--- config.mk ---
export PLATFORM = sky130hd
export DESIGN_NAME = llc_ctrl
export DESIGN_NICKNAME = d
export VERILOG_FILES = /design/src/rtl/llc_pkg.sv /design/src/rtl/llc_test_abort.sv /design/src/rtl/llc_ctrl.sv
export VERILOG_INCLUDE_DIRS = /design/src /design/src/rtl
export SDC_FILE = /design/constraint.sdc
export NUM_CORES = 1
export LEC_CHECK = 0
export ABC_CLOCK_PERIOD_IN_PS = 2600
export BUFFER_PORTS_ARGS = -buffer_cell sky130_fd_sc_hd__buf_2
export CAP_MARGIN = 25
export CORE_UTILIZATION = 47
export CTS_BUF_LIST = sky130_fd_sc_hd__clkbuf_4
export DETAILED_ROUTE_END_ITERATION = 8
export PLACE_DENSITY = 0.88
export SLEW_MARGIN = 5
export SYNTH_ARGS = -nofsm -noshare
export SYNTH_HDL_FRONTEND = slang
export SYNTH_SLANG_ARGS = --single-unit
--- constraint.sdc ---
create_clock -name i_mclk -period 2.6 [get_ports i_mclk]
set_clock_uncertainty 0.15 [all_clocks]
set_input_delay 0.26 -clock i_mclk [delete_from_list [all_inputs] [get_ports i_mclk]]
set_output_delay 0.26 -clock i_mclk [all_outputs]
set_load 0.02 [all_outputs]
--- src/rtl/llc_regs.svh ---
/*
 * Offsets, bit positions, reset values and counts for the link-layer core
 * control register, upper half. Assumes a 32-bit byte-addressed register port.
 */
//
// Overview of operation
// Writing one to bit 31 resets the core except registers and timing; self-clears.
// Writing one to bit 30 resets only the timing generator; self-clears.
// Writing one to bit 29 resets the whole register block; self-clears.
// Writing one to bit 26 aborts the running radio test; self-clears.
// Infinite transmit abort finishes the current byte, then stops and closes the CRC.
// Infinite receive abort waits for packet end if synced, else stops with radio off.
// Writing one to bit 25 ends the current advertising event; self-clears.
// Writing one to bit 24 ends the current scan window; self-clears.
// Bit 22 set forces one transmit/receive exchange per event, ignoring more-data bits.
// Bit 21 set sends software sequence number and ignores the received one.
// Bit 20 set sends software next-sequence number and ignores the received one.
// Bit 19 set disables both encryption and decryption.
// With bit 19 set and structure encryption on, MIC stays, payload goes plain.
// Bit 18 set skips whitening and de-whitening.
// Bit 17 set keeps received CRC in stream and sends all-zero CRC.
// Bit 16 set bypasses the hop remapping algorithm.
// All bits reset to zero; reserved bits read zero and ignore writes.
`ifndef LLC_REGS_SVH
`define LLC_REGS_SVH

// ****************************************
// Register map
// ****************************************
`define LLC_CTRL_OFFSET 32'h4000_0000
`define LLC_CTRL_RESET 32'h0000_0000
`define LLC_CTRL_WR_MASK 32'he77f_0000

// ****************************************
// Field positions
// ****************************************
`define LLC_BIT_CORE_RST 31
`define LLC_BIT_TG_RST 30
`define LLC_BIT_REG_RST 29
`define LLC_BIT_TEST_ABORT 26
`define LLC_BIT_ADV_ABORT 25
`define LLC_BIT_SCAN_ABORT 24
`define LLC_BIT_MD 22
`define LLC_BIT_SN 21
`define LLC_BIT_NESN 20
`define LLC_BIT_CRYPT 19
`define LLC_BIT_WHIT 18
`define LLC_BIT_CRC 17
`define LLC_BIT_HOP 16

// ****************************************
// Timing
// ****************************************
`define LLC_SOFT_RST_CYCLES 4

`endif

--- src/rtl/llc_pkg.sv ---
/*
 * Types shared by the link-layer core control block.
 * Assumes the constants header is included by each user.
 */
package llc_pkg;

	// Static disables, bit 22 down to 16
	typedef struct packed {
		logic more_data_override;
		logic seqnum_mgmt_disable;
		logic next_seqnum_mgmt_disable;
		logic encryption_disable;
		logic whitening_disable;
		logic crc_strip_disable;
		logic hop_remap_disable;
	} llc_ctrl_t;

	// What the radio test is doing when aborted
	typedef enum logic [1:0] {
		LLC_TEST_NONE,
		LLC_TEST_INF_TX,
		LLC_TEST_INF_RX
	} llc_test_kind_t;

	typedef enum logic [1:0] {
		LLC_TA_IDLE,
		LLC_TA_WAIT_BYTE,
		LLC_TA_WAIT_PKT
	} llc_ta_state_t;

	// Stop commands to the packet controller
	typedef struct packed {
		logic tx_stop_crc;
		logic rx_stop_pkt;
		logic rf_off;
	} llc_test_stop_t;

endpackage

--- src/rtl/llc_test_abort.sv ---
/*
 * Sequences a radio-test abort against the packet controller's progress.
 * Assumes status inputs come from logic on the same clock.
 */
`timescale 1ns/1ps
`include "llc_regs.svh"

module llc_test_abort (
	// Clock and reset
	input wire logic i_mclk,
	input wire logic i_rst,
	// Request from the control register
	input wire logic i_abort_req,
	// Packet controller status
	input wire llc_pkg::llc_test_kind_t i_kind,
	input wire logic i_byte_done,
	input wire logic i_sync_found,
	input wire logic i_pkt_end,
	// Commands and completion
	output llc_pkg::llc_test_stop_t o_stop,
	output logic o_done
);
	import llc_pkg::*;

	llc_ta_state_t state_q;

	// ****************************************
	// Abort sequencer
	// ****************************************
	always_ff @(posedge i_mclk) begin
		if (i_rst) begin
			state_q <= LLC_TA_IDLE;
			o_stop <= '0;
			o_done <= 1'b0;
		end else begin
			o_stop <= '0;
			o_done <= 1'b0;
			unique case (state_q)
				LLC_TA_IDLE: begin
					if (i_abort_req && !o_done) begin
						unique case (i_kind)
							LLC_TEST_INF_TX: begin
								state_q <= LLC_TA_WAIT_BYTE;
							end
							LLC_TEST_INF_RX: begin
								if (i_sync_found) begin
									state_q <= LLC_TA_WAIT_PKT;
								end else begin
									o_stop.rf_off <= 1'b1;
									o_done <= 1'b1;
								end
							end
							default: begin
								// Nothing running, acknowledge at once
								o_done <= 1'b1;
							end
						endcase
					end
				end
				LLC_TA_WAIT_BYTE: begin
					if (i_byte_done) begin
						o_stop.tx_stop_crc <= 1'b1;
						o_done <= 1'b1;
						state_q <= LLC_TA_IDLE;
					end
				end
				LLC_TA_WAIT_PKT: begin
					if (i_pkt_end) begin
						o_stop.rx_stop_pkt <= 1'b1;
						o_done <= 1'b1;
						state_q <= LLC_TA_IDLE;
					end
				end
				default: begin
					state_q <= LLC_TA_IDLE;
				end
			endcase
		end
	end

	// ****************************************
	// Checks
	// ****************************************
	tx_byte_stop_a: assert property (@(posedge i_mclk) disable iff (i_rst)
		(state_q == LLC_TA_WAIT_BYTE && i_byte_done) |=> o_stop.tx_stop_crc && o_done)
		else $error("tx abort did not stop at byte end");
	rx_nosync_off_a: assert property (@(posedge i_mclk) disable iff (i_rst)
		(state_q == LLC_TA_IDLE && i_abort_req && !o_done && i_kind == LLC_TEST_INF_RX && !i_sync_found)
		|=> o_stop.rf_off)
		else $error("rx abort without sync did not switch radio off");

endmodule

--- src/rtl/llc_ctrl.sv ---
/*
 * Upper half of the link-layer core control register: soft resets, activity
 * aborts and static datapath disables, on a plain strobe register port.
 * Assumes bus strobes and datapath status come from the same clock domain.
 */
`timescale 1ns/1ps
`include "llc_regs.svh"

module llc_ctrl #(
	parameter int RST_CYCLES = `LLC_SOFT_RST_CYCLES
) (
	// Clock and reset
	input wire logic i_mclk,
	input wire logic i_rst,
	// Register port
	input wire logic [31:0] i_addr,
	input wire logic [31:0] i_wdata,
	input wire logic i_wr,
	input wire logic i_rd,
	output logic [31:0] o_rdata,
	// Soft resets
	output logic o_core_soft_rst,
	output logic o_timing_gen_soft_reset,
	output logic o_reg_soft_rst,
	// Advertising and scan aborts
	output logic o_advertising_abort,
	input wire logic i_adv_abort_done,
	output logic o_scan_abort,
	input wire logic i_scan_abort_done,
	// Radio test abort
	input wire llc_pkg::llc_test_kind_t i_test_kind,
	input wire logic i_test_byte_done,
	input wire logic i_test_sync_found,
	input wire logic i_test_pkt_end,
	output llc_pkg::llc_test_stop_t o_test_stop,
	// Static controls
	output llc_pkg::llc_ctrl_t o_ctrl,
	// Sequence numbers
	input wire logic i_desc_sn,
	input wire logic i_desc_nesn,
	input wire logic i_auto_sn,
	input wire logic i_auto_nesn,
	output logic o_tx_sn,
	output logic o_tx_nesn,
	output logic o_sn_check_en,
	output logic o_nesn_check_en,
	// Encryption
	input wire logic i_ctrl_struct_encrypt_enable,
	output logic o_mic_enable,
	output logic o_payload_encrypt,
	output logic o_payload_decrypt,
	// Datapath enables
	output logic o_single_exchange,
	output logic o_whiten_en,
	output logic o_rx_crc_keep,
	output logic o_tx_crc_zero,
	output logic o_hop_remap_en
);
	import llc_pkg::*;

	localparam int CW = $clog2(RST_CYCLES + 1);

	// ****************************************
	// Helpers
	// ****************************************
	// Self-clearing bit: a fresh write of one beats the completion clear
	function automatic logic self_clear(input logic q, input logic set, input logic done);
		logic r;
		r = q;
		if (done) begin
			r = 1'b0;
		end
		if (set) begin
			r = 1'b1;
		end
		return r;
	endfunction

	function automatic logic [CW-1:0] cnt_next(input logic [CW-1:0] c, input logic start);
		logic [CW-1:0] r;
		r = c;
		if (start) begin
			r = CW'(RST_CYCLES);
		end else if (c != '0) begin
			r = c - CW'(1);
		end
		return r;
	endfunction

	logic hit;
	logic wr_hit;
	logic reg_rst_start;
	logic test_abort_q;
	logic test_done;
	logic [CW-1:0] core_cnt_q;
	logic [CW-1:0] tg_cnt_q;
	logic [CW-1:0] reg_cnt_q;
	logic [31:0] rd_word;

	assign hit = (i_addr == `LLC_CTRL_OFFSET);
	assign wr_hit = i_wr && hit;

	assign reg_rst_start = wr_hit && i_wdata[`LLC_BIT_REG_RST];

	// ****************************************
	// Soft resets
	// ****************************************
	// Each reset is held a fixed count, then the bit drops by itself
	always_ff @(posedge i_mclk) begin
		if (i_rst) begin
			core_cnt_q <= '0;
		end else begin
			core_cnt_q <= cnt_next(core_cnt_q, wr_hit && i_wdata[`LLC_BIT_CORE_RST] && core_cnt_q == '0);
		end
	end

	always_ff @(posedge i_mclk) begin
		if (i_rst) begin
			tg_cnt_q <= '0;
		end else begin
			tg_cnt_q <= cnt_next(tg_cnt_q, wr_hit && i_wdata[`LLC_BIT_TG_RST] && tg_cnt_q == '0);
		end
	end

	always_ff @(posedge i_mclk) begin
		if (i_rst) begin
			reg_cnt_q <= '0;
		end else begin
			reg_cnt_q <= cnt_next(reg_cnt_q, reg_rst_start && reg_cnt_q == '0);
		end
	end

	// Outputs are the live bit values; zero writes never start a count
	assign o_core_soft_rst = (core_cnt_q != '0);
	assign o_timing_gen_soft_reset = (tg_cnt_q != '0);
	assign o_reg_soft_rst = (reg_cnt_q != '0);

	// ****************************************
	// Activity aborts
	// ****************************************
	always_ff @(posedge i_mclk) begin
		if (i_rst || reg_rst_start) begin
			o_advertising_abort <= 1'b0;
		end else begin
			o_advertising_abort <= self_clear(o_advertising_abort,
				wr_hit && i_wdata[`LLC_BIT_ADV_ABORT], i_adv_abort_done);
		end
	end

	always_ff @(posedge i_mclk) begin
		if (i_rst || reg_rst_start) begin
			o_scan_abort <= 1'b0;
		end else begin
			o_scan_abort <= self_clear(o_scan_abort,
				wr_hit && i_wdata[`LLC_BIT_SCAN_ABORT], i_scan_abort_done);
		end
	end

	always_ff @(posedge i_mclk) begin
		if (i_rst || reg_rst_start) begin
			test_abort_q <= 1'b0;
		end else begin
			test_abort_q <= self_clear(test_abort_q,
				wr_hit && i_wdata[`LLC_BIT_TEST_ABORT], test_done);
		end
	end

	llc_test_abort u_test_abort (
		.i_mclk(i_mclk),
		.i_rst(i_rst),
		.i_abort_req(test_abort_q),
		.i_kind(i_test_kind),
		.i_byte_done(i_test_byte_done),
		.i_sync_found(i_test_sync_found),
		.i_pkt_end(i_test_pkt_end),
		.o_stop(o_test_stop),
		.o_done(test_done)
	);

	// ****************************************
	// Static controls
	// ****************************************
	always_ff @(posedge i_mclk) begin
		if (i_rst || reg_rst_start) begin
			o_ctrl <= '0;
		end else if (wr_hit) begin
			o_ctrl <= i_wdata[`LLC_BIT_MD:`LLC_BIT_HOP];
		end
	end

	// ****************************************
	// Derived datapath controls
	// ****************************************
	always_ff @(posedge i_mclk) begin
		if (i_rst) begin
			o_tx_sn <= 1'b0;
			o_sn_check_en <= 1'b0;
		end else begin
			o_tx_sn <= o_ctrl.seqnum_mgmt_disable ? i_desc_sn : i_auto_sn;
			o_sn_check_en <= !o_ctrl.seqnum_mgmt_disable;
		end
	end

	always_ff @(posedge i_mclk) begin
		if (i_rst) begin
			o_tx_nesn <= 1'b0;
			o_nesn_check_en <= 1'b0;
		end else begin
			o_tx_nesn <= o_ctrl.next_seqnum_mgmt_disable ? i_desc_nesn : i_auto_nesn;
			o_nesn_check_en <= !o_ctrl.next_seqnum_mgmt_disable;
		end
	end

	always_ff @(posedge i_mclk) begin
		if (i_rst) begin
			o_mic_enable <= 1'b0;
			o_payload_encrypt <= 1'b0;
			o_payload_decrypt <= 1'b0;
		end else begin
			// MIC survives the disable; only the payload goes plain
			o_mic_enable <= i_ctrl_struct_encrypt_enable;
			o_payload_encrypt <= i_ctrl_struct_encrypt_enable && !o_ctrl.encryption_disable;
			o_payload_decrypt <= i_ctrl_struct_encrypt_enable && !o_ctrl.encryption_disable;
		end
	end

	always_ff @(posedge i_mclk) begin
		if (i_rst) begin
			o_single_exchange <= 1'b0;
			o_whiten_en <= 1'b0;
			o_rx_crc_keep <= 1'b0;
			o_tx_crc_zero <= 1'b0;
			o_hop_remap_en <= 1'b0;
		end else begin
			o_single_exchange <= o_ctrl.more_data_override;
			o_whiten_en <= !o_ctrl.whitening_disable;
			o_rx_crc_keep <= o_ctrl.crc_strip_disable;
			o_tx_crc_zero <= o_ctrl.crc_strip_disable;
			o_hop_remap_en <= !o_ctrl.hop_remap_disable;
		end
	end

	// ****************************************
	// Read path
	// ****************************************
	always_comb begin
		rd_word = '0;
		rd_word[`LLC_BIT_CORE_RST] = o_core_soft_rst;
		rd_word[`LLC_BIT_TG_RST] = o_timing_gen_soft_reset;
		rd_word[`LLC_BIT_REG_RST] = o_reg_soft_rst;
		rd_word[`LLC_BIT_TEST_ABORT] = test_abort_q;
		rd_word[`LLC_BIT_ADV_ABORT] = o_advertising_abort;
		rd_word[`LLC_BIT_SCAN_ABORT] = o_scan_abort;
		rd_word[`LLC_BIT_MD:`LLC_BIT_HOP] = o_ctrl;
	end

	// Data stands for the one cycle after the strobe; unmapped reads zero
	always_ff @(posedge i_mclk) begin
		if (i_rst) begin
			o_rdata <= '0;
		end else if (i_rd && hit) begin
			o_rdata <= rd_word & `LLC_CTRL_WR_MASK;
		end else begin
			o_rdata <= '0;
		end
	end

	// ****************************************
	// Checks
	// ****************************************
	core_rst_len_a: assert property (@(posedge i_mclk) disable iff (i_rst)
		$rose(o_core_soft_rst) |-> o_core_soft_rst [*4] ##1 !o_core_soft_rst)
		else $error("core soft reset length wrong");
	core_zero_wr_a: assert property (@(posedge i_mclk) disable iff (i_rst)
		(!o_core_soft_rst && wr_hit && !i_wdata[`LLC_BIT_CORE_RST]) |=> !o_core_soft_rst)
		else $error("zero write started core reset");
	tg_rst_len_a: assert property (@(posedge i_mclk) disable iff (i_rst)
		$rose(o_timing_gen_soft_reset) |-> o_timing_gen_soft_reset [*4] ##1 !o_timing_gen_soft_reset)
		else $error("timing reset length wrong");
	reg_rst_clear_a: assert property (@(posedge i_mclk) disable iff (i_rst)
		reg_rst_start |=> o_ctrl == '0 && !o_scan_abort && !o_advertising_abort && o_reg_soft_rst)
		else $error("register reset did not clear block");
	test_abort_hold_a: assert property (@(posedge i_mclk) disable iff (i_rst)
		(test_abort_q && !test_done) |=> test_abort_q)
		else $error("test abort dropped early");
	adv_abort_set_a: assert property (@(posedge i_mclk) disable iff (i_rst)
		(wr_hit && i_wdata[`LLC_BIT_ADV_ABORT] && !reg_rst_start) |=> o_advertising_abort)
		else $error("advertising abort lost");
	scan_abort_clr_a: assert property (@(posedge i_mclk) disable iff (i_rst)
		(o_scan_abort && i_scan_abort_done && !(wr_hit && i_wdata[`LLC_BIT_SCAN_ABORT]))
		|=> !o_scan_abort)
		else $error("scan abort did not self clear");
	single_xchg_a: assert property (@(posedge i_mclk) disable iff (i_rst)
		(wr_hit && !reg_rst_start) |=> ##1 o_single_exchange == $past(i_wdata[`LLC_BIT_MD], 2))
		else $error("single exchange control mismatch");
	sn_source_a: assert property (@(posedge i_mclk) disable iff (i_rst)
		o_ctrl.seqnum_mgmt_disable |=> o_tx_sn == $past(i_desc_sn) && !o_sn_check_en)
		else $error("sequence number not from descriptor");
	nesn_source_a: assert property (@(posedge i_mclk) disable iff (i_rst)
		o_ctrl.next_seqnum_mgmt_disable |=> o_tx_nesn == $past(i_desc_nesn) && !o_nesn_check_en)
		else $error("next sequence number not from descriptor");
	plain_payload_a: assert property (@(posedge i_mclk) disable iff (i_rst)
		(o_ctrl.encryption_disable && i_ctrl_struct_encrypt_enable)
		|=> o_mic_enable && !o_payload_encrypt && !o_payload_decrypt)
		else $error("payload encrypted while disabled");
	whiten_ctrl_a: assert property (@(posedge i_mclk) disable iff (i_rst)
		o_ctrl.whitening_disable |=> !o_whiten_en)
		else $error("whitening left on");
	crc_zero_a: assert property (@(posedge i_mclk) disable iff (i_rst)
		(wr_hit && !reg_rst_start && i_wdata[`LLC_BIT_CRC]) |=> ##1 o_tx_crc_zero && o_rx_crc_keep)
		else $error("crc disable not applied");
	hop_ctrl_a: assert property (@(posedge i_mclk) disable iff (i_rst)
		o_ctrl.hop_remap_disable |=> !o_hop_remap_en)
		else $error("hop remap left on");
	rsvd_read_a: assert property (@(posedge i_mclk) disable iff (i_rst)
		1'b1 |=> (o_rdata & ~`LLC_CTRL_WR_MASK) == '0 && ($past(i_rd && hit) || o_rdata == '0))
		else $error("reserved or idle read data not zero");
	reg_rst_len_a: assert property (@(posedge i_mclk) disable iff (i_rst)
		$rose(o_reg_soft_rst) |-> o_reg_soft_rst [*4] ##1 !o_reg_soft_rst)
		else $error("register reset length wrong");
	tg_zero_wr_a: assert property (@(posedge i_mclk) disable iff (i_rst)
		(!o_timing_gen_soft_reset && wr_hit && !i_wdata[`LLC_BIT_TG_RST]) |=> !o_timing_gen_soft_reset)
		else $error("zero write started timing reset");
	adv_abort_clr_a: assert property (@(posedge i_mclk) disable iff (i_rst)
		(o_advertising_abort && i_adv_abort_done && !(wr_hit && i_wdata[`LLC_BIT_ADV_ABORT]))
		|=> !o_advertising_abort)
		else $error("advertising abort did not self clear");
	scan_abort_set_a: assert property (@(posedge i_mclk) disable iff (i_rst)
		(wr_hit && i_wdata[`LLC_BIT_SCAN_ABORT] && !reg_rst_start) |=> o_scan_abort)
		else $error("scan abort lost");
	test_abort_clr_a: assert property (@(posedge i_mclk) disable iff (i_rst)
		(test_abort_q && test_done && !(wr_hit && i_wdata[`LLC_BIT_TEST_ABORT]))
		|=> !test_abort_q)
		else $error("test abort did not self clear");
	crypt_normal_a: assert property (@(posedge i_mclk) disable iff (i_rst)
		(!o_ctrl.encryption_disable && i_ctrl_struct_encrypt_enable)
		|=> o_payload_encrypt && o_payload_decrypt)
		else $error("payload not encrypted in normal mode");

	core_rst_c: cover property (@(posedge i_mclk) disable iff (i_rst) $fell(o_core_soft_rst));
	reg_rst_c: cover property (@(posedge i_mclk) disable iff (i_rst) reg_rst_start);
	adv_race_c: cover property (@(posedge i_mclk) disable iff (i_rst)
		o_advertising_abort && i_adv_abort_done && wr_hit && i_wdata[`LLC_BIT_ADV_ABORT]);
	test_done_c: cover property (@(posedge i_mclk) disable iff (i_rst) test_done);

endmodule

==> summary by stage, run 1 <==
Timing
The hold violation total from the final report came to 0. The headroom to the max-slew limit is 55.8%. Setup violations remaining at the end of the flow were counted as 0. Counting I/O delays and the setup requirement, the final critical path takes 1.91 ns. Derived from the worst setup path, the maximum achievable clock frequency is 524 MHz. The sum of negative setup slack is 0 ns. The transition time at the pin with the least slew margin is 0.663 ns. Setup repair after global routing left no endpoint under its margin. Dividing the final minimum period by the clock period gives 73.4%. The final max-slew violation count is 0. Hold is met by 0.00178 ns.

Yosys
In the synthesized netlist the async set-or-reset flop fraction comes to 0%. In the synthesized netlist, the number of instances is 219. Sorting the synthesized cells by how often they occur yields sky130_fd_sc_hd__dfxtp_1, sky130_fd_sc_hd__buf_4, sky130_fd_sc_hd__and2_1.

The cell taking the most area after synthesis is sky130_fd_sc_hd__dfxtp_1. The number of enable flip-flop cells after synthesis is 0. The mapped netlist covers 2120 um2. Counting flops and latches in the post-synthesis netlist gives 48.

For this run, the number of Yosys warnings is 0. The synthesized area per cell is 9.68 um2. The count of distinct cell types in the synthesized netlist is 35.

The sequential cell area fraction in the yosys report is 45.3%. In the post-synthesis netlist, the biggest area contributors are sky130_fd_sc_hd__dfxtp_1, sky130_fd_sc_hd__buf_4, sky130_fd_sc_hd__and2_1. The prevailing post-synth register cell is sky130_fd_sc_hd__dfxtp_1. The dominant cell by count in the synthesized netlist is sky130_fd_sc_hd__dfxtp_1. Of the post-synthesis cell area, the dominant cell type holds 45.3%.

Pwr
Net switching is 30.8% of the power. The power per standard cell area is 657 nW/um2. The analysis attributes to net switching a power of 0.000538 W. VDD sags by at most 0.267 mV. Combinational cells account for 29.1% of the total power. Cell internal power was estimated by the tool at 0.00121 W. The portion of total power attributed to sequential cells is 47.6%. The clock network burns 23.3% of the power. The leakage power is 1.31 nW.

Layout
The repair_antennas step left the layout with diodes totalling 0. The net count of the finished layout is 405. The multi-input combinational cells in the finished layout cover a total of 968 um2. Relative to the synthesized area, the layout overhead comes to 25.3%. Counting the fill cells in the layout gives 393.

The total area of sequential cells is 961 um2. The post-route netlist has 37.1% of its cells at a drive strength greater than 1.

GRT
The via count of the first global-routing pass is 1619. The global router's overall resource usage is 17.7%. The number of antenna violations at the first check in global routing came to 0. Entering global routing, the biggest net connects 45 pins.

The total congestion overflow is 0. The global-route wire length before repair is 6760 um.

Floorplan
The effective utilization at floorplan is 48.7%. The area of the die is 4790 um2. 139 I/O pins were placed. The die span in x is 69.2 um. The total number of placement rows is 24. The die is 69.2 um tall.

The core region is 4350 um2.

Clock tree
The number of gates given a new drive strength after cts is 0. The root buffer selected by CTS is sky130_fd_sc_hd__clkbuf_4. The clock drives 48 sinks. The clock tree buffer depth is 2. The depth of the CTS H-tree is 2. After clock tree synthesis, the setup repair step added 0 buffers.

In this run, post-CTS hold repair placed 3 buffers. Clock-pin slew was measured on the worst setup and hold paths at 0.14 ns. At the later pin of the worst-skew pair, clock insertion delay measures 0.36 ns.

Clock tree synthesis inserted a total of 5 buffers. TritonCTS built the clock tree.

Placed design
In this run the tool buffered the top-level ports with 100 buffer cells. The weighted congestion reported at the end of routability-driven placement is 0.816. Detailed placement finished with a half-perimeter wire length of 3380 um.

Worst setup path
The highest-delay cell along the critical path is sky130_fd_sc_hd__dfxtp_1. The worst endpoint required time is 2.19 ns. The startpoint kind of the worst setup timing path is a register. The critical path in this run is classified as register to output port. Data on the critical path arrives at its endpoint at 1.50 ns. The top cell family by delay on the critical path is buffers and inverters.

The peak per-stage delay on the critical path is 0.34 ns. Together, buffers and inverters on the worst path number 3. The critical path goes through inv_1, ha_1, nor2b_1, inv_1, buf_2. STA classifies the critical path endpoint as an output port. The most numerous cell on the critical path is sky130_fd_sc_hd__inv_1. The top fanout value on the critical path is 4.

Route
For this block, the initial DRC count from the detailed router was 84. The count of nets left with antenna violations once routing finished came out at 0. Using the TritonRoute via totals, the vias-per-cell ratio works out to 4.99. For this run, the detailed router's first-pass iteration total came to 4. The overall routed net length is 4430 um. In the routed design, unresolved DRC markers number 0.

The via count is 1845. In the final routed layout, each cell accounts on average for 12.0 um.

Status
The run finished with clean final reports.

Run
Max-cap violations in this run came to 0.

Worst hold path
The path class of the lowest-slack min-delay path is input port to register.
## layout by cell type, fill, tap and decap left out, drive strengths merged, types with 5 or more instances in the layout
cell type,count
or3,10
nor4,7
buf,102
clkbuf,5
ha,6
and3,6
nand2b,10
a211oi,7
conb,19
mux2i,8
dfxtp,48
nor2b,7
and2,18
inv,13
or3b,6
nor2,10
## cell type report
| type | instances | area share, % |
|---|---|---|
| multi-input combinational | 146 | 36.5 |
| clock inverter | 1 | 1.13 |
| inverter | 13 | 1.84 |
| clock buffer | 5 | 1.41 |
| sequential | 48 | 36.2 |
| timing repair buffer | 105 | 20.5 |
| tap | 52 | 2.45 |
## routing by layer
layer	part of all wire, %	routed length, um	vias to the layer above	track usage (%)
li1	-	-	912	-
met1	37	1650	825	17.8
met2	53	2360	98	34.3
met3	7.9	350	10	5.23
met4	1.6	72	0	5.90
met5	0	0	-	0
## flip-flops by register name, indices dropped and copies added (netlist names), 2 cells and up
signal                cells
reg_cnt_q                 3
o_rdata                  13
u_test_abort.o_stop       3
o_ctrl                    7
core_cnt_q                3
u_test_abort.state_q      2
tg_cnt_q                  3
## per-stage QoR
stage               setup WS, ns  power, W  instances  utilization (%)  instance area, um2
detailed placement         0.575   0.00135        361             58.8                2560
floorplan                   1.00   0.00122        237                -                2190
global route               0.628   0.00184        370             61.0                2660
CTS                        0.705   0.00176        370             61.0                2660
global placement           0.611   0.00132        361             58.8                2560
finish                     0.692   0.00175        370             61.0                2660
## power groups by stage
stage | Clock [W] | Combinational (W) | Sequential [W]
6_report | 0.000408 | 0.000507 | 0.000831
5_1_grt | 0.000435 | 0.000570 | 0.000837
4_1_cts | 0.000413 | 0.000514 | 0.000830
3_5_place_dp | 0 | 0.000509 | 0.000846
3_3_place_gp | 0 | 0.000481 | 0.000843
2_1_floorplan | 0 | 0.000371 | 0.000848
## cell families after synthesis
family	count (synthesis)	share of synthesized area, %
AO/OA/AOI/OAI	23	8.02
adder cells (fa/ha/maj)	6	3.54
buffers and inverters	43	12.2
flip-flops	48	45.3
multiplexers	10	4.84
other	1	0.177
AND/OR/NAND/NOR	88	25.9
## worst reg2reg max path, stage by stage, from the launching register on
cell                      delay, ns
sky130_fd_sc_hd__dfxtp_1       0.34
sky130_fd_sc_hd__inv_1         0.08
sky130_fd_sc_hd__ha_1          0.20
sky130_fd_sc_hd__nor2b_1       0.24
sky130_fd_sc_hd__inv_1         0.11
sky130_fd_sc_hd__or3_1         0.33
sky130_fd_sc_hd__o32ai_1       0.11
## path summary, 6_finish.rpt
| check | from | to | slack (ns) | depth (start not counted) |
|---|---|---|---|---|
| hold reg to reg | o_ctrl[2]$_SDFFE_PP0N_ | o_whiten_en$_SDFF_PP0_ | 0.32 | 1 |
| hold / removal | i_desc_sn | o_tx_sn$_SDFF_PP0_ | 0.002 | 3 |
| setup reg to reg | tg_cnt_q[0]$_SDFFE_PP0N_ | tg_cnt_q[1]$_SDFFE_PP0N_ | 0.96 | 6 |
| setup / recovery | tg_cnt_q[0]$_SDFFE_PP0N_ | o_timing_gen_soft_reset | 0.69 | 5 |
Note: power is estimated with default switching activity, not from simulation.
==> run 2, diff against run 1 <==
ABC_CLOCK_PERIOD_IN_PS = 1760   (was 2600)
CORE_UTILIZATION = 43   (was 47)
PLACE_DENSITY = 0.82   (was 0.88)
clock period = 1.76 ns   (was 2.6 ns; I/O delays follow)
==> run 2 against run 1 <==
  * Via count rose by 1.0%
  * Utilization rose by 0.61 points
  * Sequential cell count did not move
  * Register-to-register slack got worse by 0.75 ns
  * Worst setup slack got worse by 0.60 ns
  * Largest cell class unchanged
  * Largest power group unchanged
==> summary by stage, run 2 (synthesis gave the netlist of run 1 again) <==
Pwr
The internal cell power is 0.00181 W (+49%). The net switching power figure is 0.000866 W (+61%). The leakage power came to 1.41 nW (+7.4%). The maximum vdd drop came to 0.361 mV (+35%). The share of power burned in the clock network is 18.3% (-5.0 points). The power per standard cell area is 918 nW/um2 (+40%).

The fraction of power spent switching nets came to 32.4% (+1.6 points). The post-route total power is 0.00267 W (+53%). The portion of total power attributed to combinational logic is 35.0% (+5.9 points). The portion of total power attributed to sequential cells came to 46.7% (-0.9 points).

Worst setup path
The kind of critical path is register to output port. The worst reg-to-reg setup slack came to 0.21 ns (-0.75 ns). The most critical setup path has its startpoint at core_cnt_q[1]$_SDFFE_PP0N_. The slowest stage of the critical path is the sky130_fd_sc_hd__dfxtp_1 cell.

The path depth of the worst reg2reg path was 4 (-2). The startpoint of the most critical register-to-register path is u_test_abort.state_q[0]$_SDFFE_PP0P_. The peak per-stage delay on the critical path is 0.32 ns (-0.02 ns).

The startpoint kind of the worst setup timing path is a register. Walking the worst path, the cells encountered are inv_1, ha_2, nor2b_4, inv_1, buf_4. The top fanout value on the critical path was 4 (unchanged). The data arrival time of the critical path came to 1.34 ns (-0.16 ns). The most numerous cell on the critical path is sky130_fd_sc_hd__inv_1. In this run the critical register-to-register path is captured at u_test_abort.state_q[0]$_SDFFE_PP0P_. The worst endpoint required time is 1.43 ns (-0.76 ns). The type of element capturing the critical path is an output port.

Floorplan
The die span in x is 72.2 um (+4.4%). The total number of placement rows was 25 (+4.2%). The area of the die came to 5220 um2 (+9.0%). The area of the core was 4720 um2 (+8.5%). The height of the die is 72.2 um (+4.4%). The effective utilization at floorplan is 44.9% (-3.8 points). The number of primary I/O pins is 139 (unchanged).

Route
The per-cell routed wire length is 11.2 um (-6.1%). The number of routed nets with antenna violations is 0 (unchanged). The via count normalized by instance count is 4.58 (-8.2%). The via count is 1864 (+1.0%).

The remaining routing DRC violations is 0 (unchanged). The number of search-and-repair iterations in the first detailed-routing pass is 4 (unchanged). The amount of wire on met3 after detailed routing is 317 um (-9.4%). The highest metal layer carrying signal wires in the routed design is met4. The length of routed wiring on met1 is 1930 um (+17%).

The number of DRC markers in iteration 0 is 44 (-48%). The overall routed net length is 4580 um (+3.3%). The detailed-routed wire length on met2 is 2300 um (-2.6%).

Worst hold path
The cell depth of the worst hold path was 3 (unchanged). The start point of the worst min-delay path is i_wdata[19]. The destination of the worst hold path is o_ctrl[3]$_SDFFE_PP0N_. The path class of the tightest hold or removal check is input port to register.

Clock tree
The root buffer selected by CTS is sky130_fd_sc_hd__clkbuf_4. The clock-pin slew on the worst setup and hold paths is 0.13 ns (about the same). The depth of the CTS H-tree came to 2 (unchanged).

The number of buffers inserted during clock tree synthesis is 5 (unchanged). The clock net sink count was 48 (unchanged). The clock latency of the later-clocked register in the worst-skew pair came to 0.35 ns (about the same).

TritonCTS built the clock tree. The clock tree buffer depth is 2 (unchanged).

Timing
The final worst hold slack was 0.0301 ns (+0.0284 ns). The hold violation total from the final report is 0 (unchanged). The part of the cycle the worst path needs is 94.9%. The headroom to the max-slew limit is 66.5% (+11 points). For this run, the top clock speed supported by timing is 599 MHz.

The final count of negative-setup-slack endpoints was 0 (unchanged). The shortest period the worst path allows is 1.67 ns. The sum of negative setup slack is 0 ns (unchanged). The final max-slew violation count came to 0 (unchanged). The transition time at the pin with the least slew margin is 0.503 ns (-0.160 ns).

GRT
The via count of the first global-routing pass came to 1677 (+3.6%). The global router's overall resource usage came to 17.9% (+0.16 points). The number of antenna violations at the first check in global routing is 0 (unchanged). The total congestion overflow came to 0 (unchanged).

The largest net degree at the start of global routing was 33 (-27%). The global-route wire length before repair is 7220 um (+6.7%).

Layout
In the layout the commonest cells are sky130_fd_sc_hd__buf_2, sky130_fd_sc_hd__dfxtp_1, sky130_fd_sc_hd__conb_1, sky130_fd_sc_hd__and2_1, sky130_fd_sc_hd__dlygate4sd3_1. The final design area excluding fillers is 2910 um2 (+9.6%). The fraction of layout cells with a size suffix above 1 is 39.4% (+2.3 points).

The most frequent standard cell in the layout excluding fill and tap cells is sky130_fd_sc_hd__buf_2. The area of combinational cells with multiple inputs is 1020 um2 (+5.2%). The number of filler instances in the final layout is 408 (+3.8%).

The total area of sequential cells was 962 um2 (+0.13%). The final net count was 425 (+4.9%). The non-filler instance count after layout is 407 (+10%). Compared with the post-synthesis result, the final layout area differs by 37.2%. The final antenna diode count is 0 (unchanged). More flip-flops sit in one register than any other, and that register is o_rdata. The number of flip-flops in the largest register was 13 (unchanged).

In the final layout, the registers with the most flip-flops are o_rdata x13, o_ctrl x7.

Placed design
The placement-stage cell area came to 2610 um2 (+1.9%). The number of placed instances with taps included is 380 (+5.3%). The quantity of I/O buffers inserted on ports was 100 (unchanged). The HPWL after detailed placement is 3340 um (-1.1%).

The weighted congestion reported at the end of routability-driven placement is 0.807 (-1.0%).

Status
The run finished with clean final reports.

Run
The number of violations of the max-capacitance limit is 0 (unchanged).
-- run 2: cell types whose count changed in the layout (fill, tap and decap cells not counted), sizes merged --
cell,change
bufinv,-1
buf,+5
dlygate4sd3,+15
clkinv,+1
clkinvlp,+2
-- run 2: repair_timing --
action | CTS | global route
pin swaps | 0 | 1
hold buffers | 18 | 0
endpoints found under the setup margin | 3 | 3
buffers inserted | 0 | 1
endpoints found under the hold margin | 11 | 0
resized for setup | 6 | 12
-- run 2: worst max-delay path by stage --
stage	to	slack, ns	cells past startpoint
global route	o_core_soft_rst	-0.005	5
CTS	o_core_soft_rst	0.008	5
finish	o_core_soft_rst	0.09	5
global placement	o_ctrl[6]$_SDFFE_PP0N_	0.02	5
detailed placement	o_ctrl[5]$_SDFFE_PP0N_	-0.02	6
floorplan	o_ctrl[1]$_SDFFE_PP0N_	0.24	5
-- run 2: critical path: cells and delay by family (launching register included) --
family	cells	cell delay (ns)
flops	1	0.32
buf+inv	3	0.32
fa+ha+maj	1	0.20
simple gates	1	0.16
-- run 2: layout make-up --
class,count,share of cell area [%]
multi-input combinational,146,35.0
timing repair buffer,125,25.5
inverter,13,1.68
sequential,48,33.1
clock inverter,3,0.645
tap,67,2.88
clock buffer,5,1.29
-- run 2: power by group through the flow --
stage          Sequential [W]  Combinational, W  Clock [W]
2_1_floorplan         0.00125          0.000547          0
3_3_place_gp          0.00125          0.000713          0
3_5_place_dp          0.00125          0.000743          0
4_1_cts               0.00123          0.000822   0.000504
5_1_grt               0.00126           0.00105   0.000549
6_report              0.00125          0.000934   0.000490
-- run 2: routing by layer --
metal / vias up / track usage (%)
li1: 953 / -
met1: 821 / 20.1
met2: 88 / 32.6
met3: 2 / 4.86
met4: 0 / 5.88
met5: - / 0
-- run 2: metrics by stage --
step                utilization [%]  setup WS, ns
global route                   61.6      -0.00511
finish                         61.6        0.0894
global placement               55.2        0.0179
detailed placement             55.2       -0.0205
floorplan                         -         0.245
CTS                            60.5       0.00788
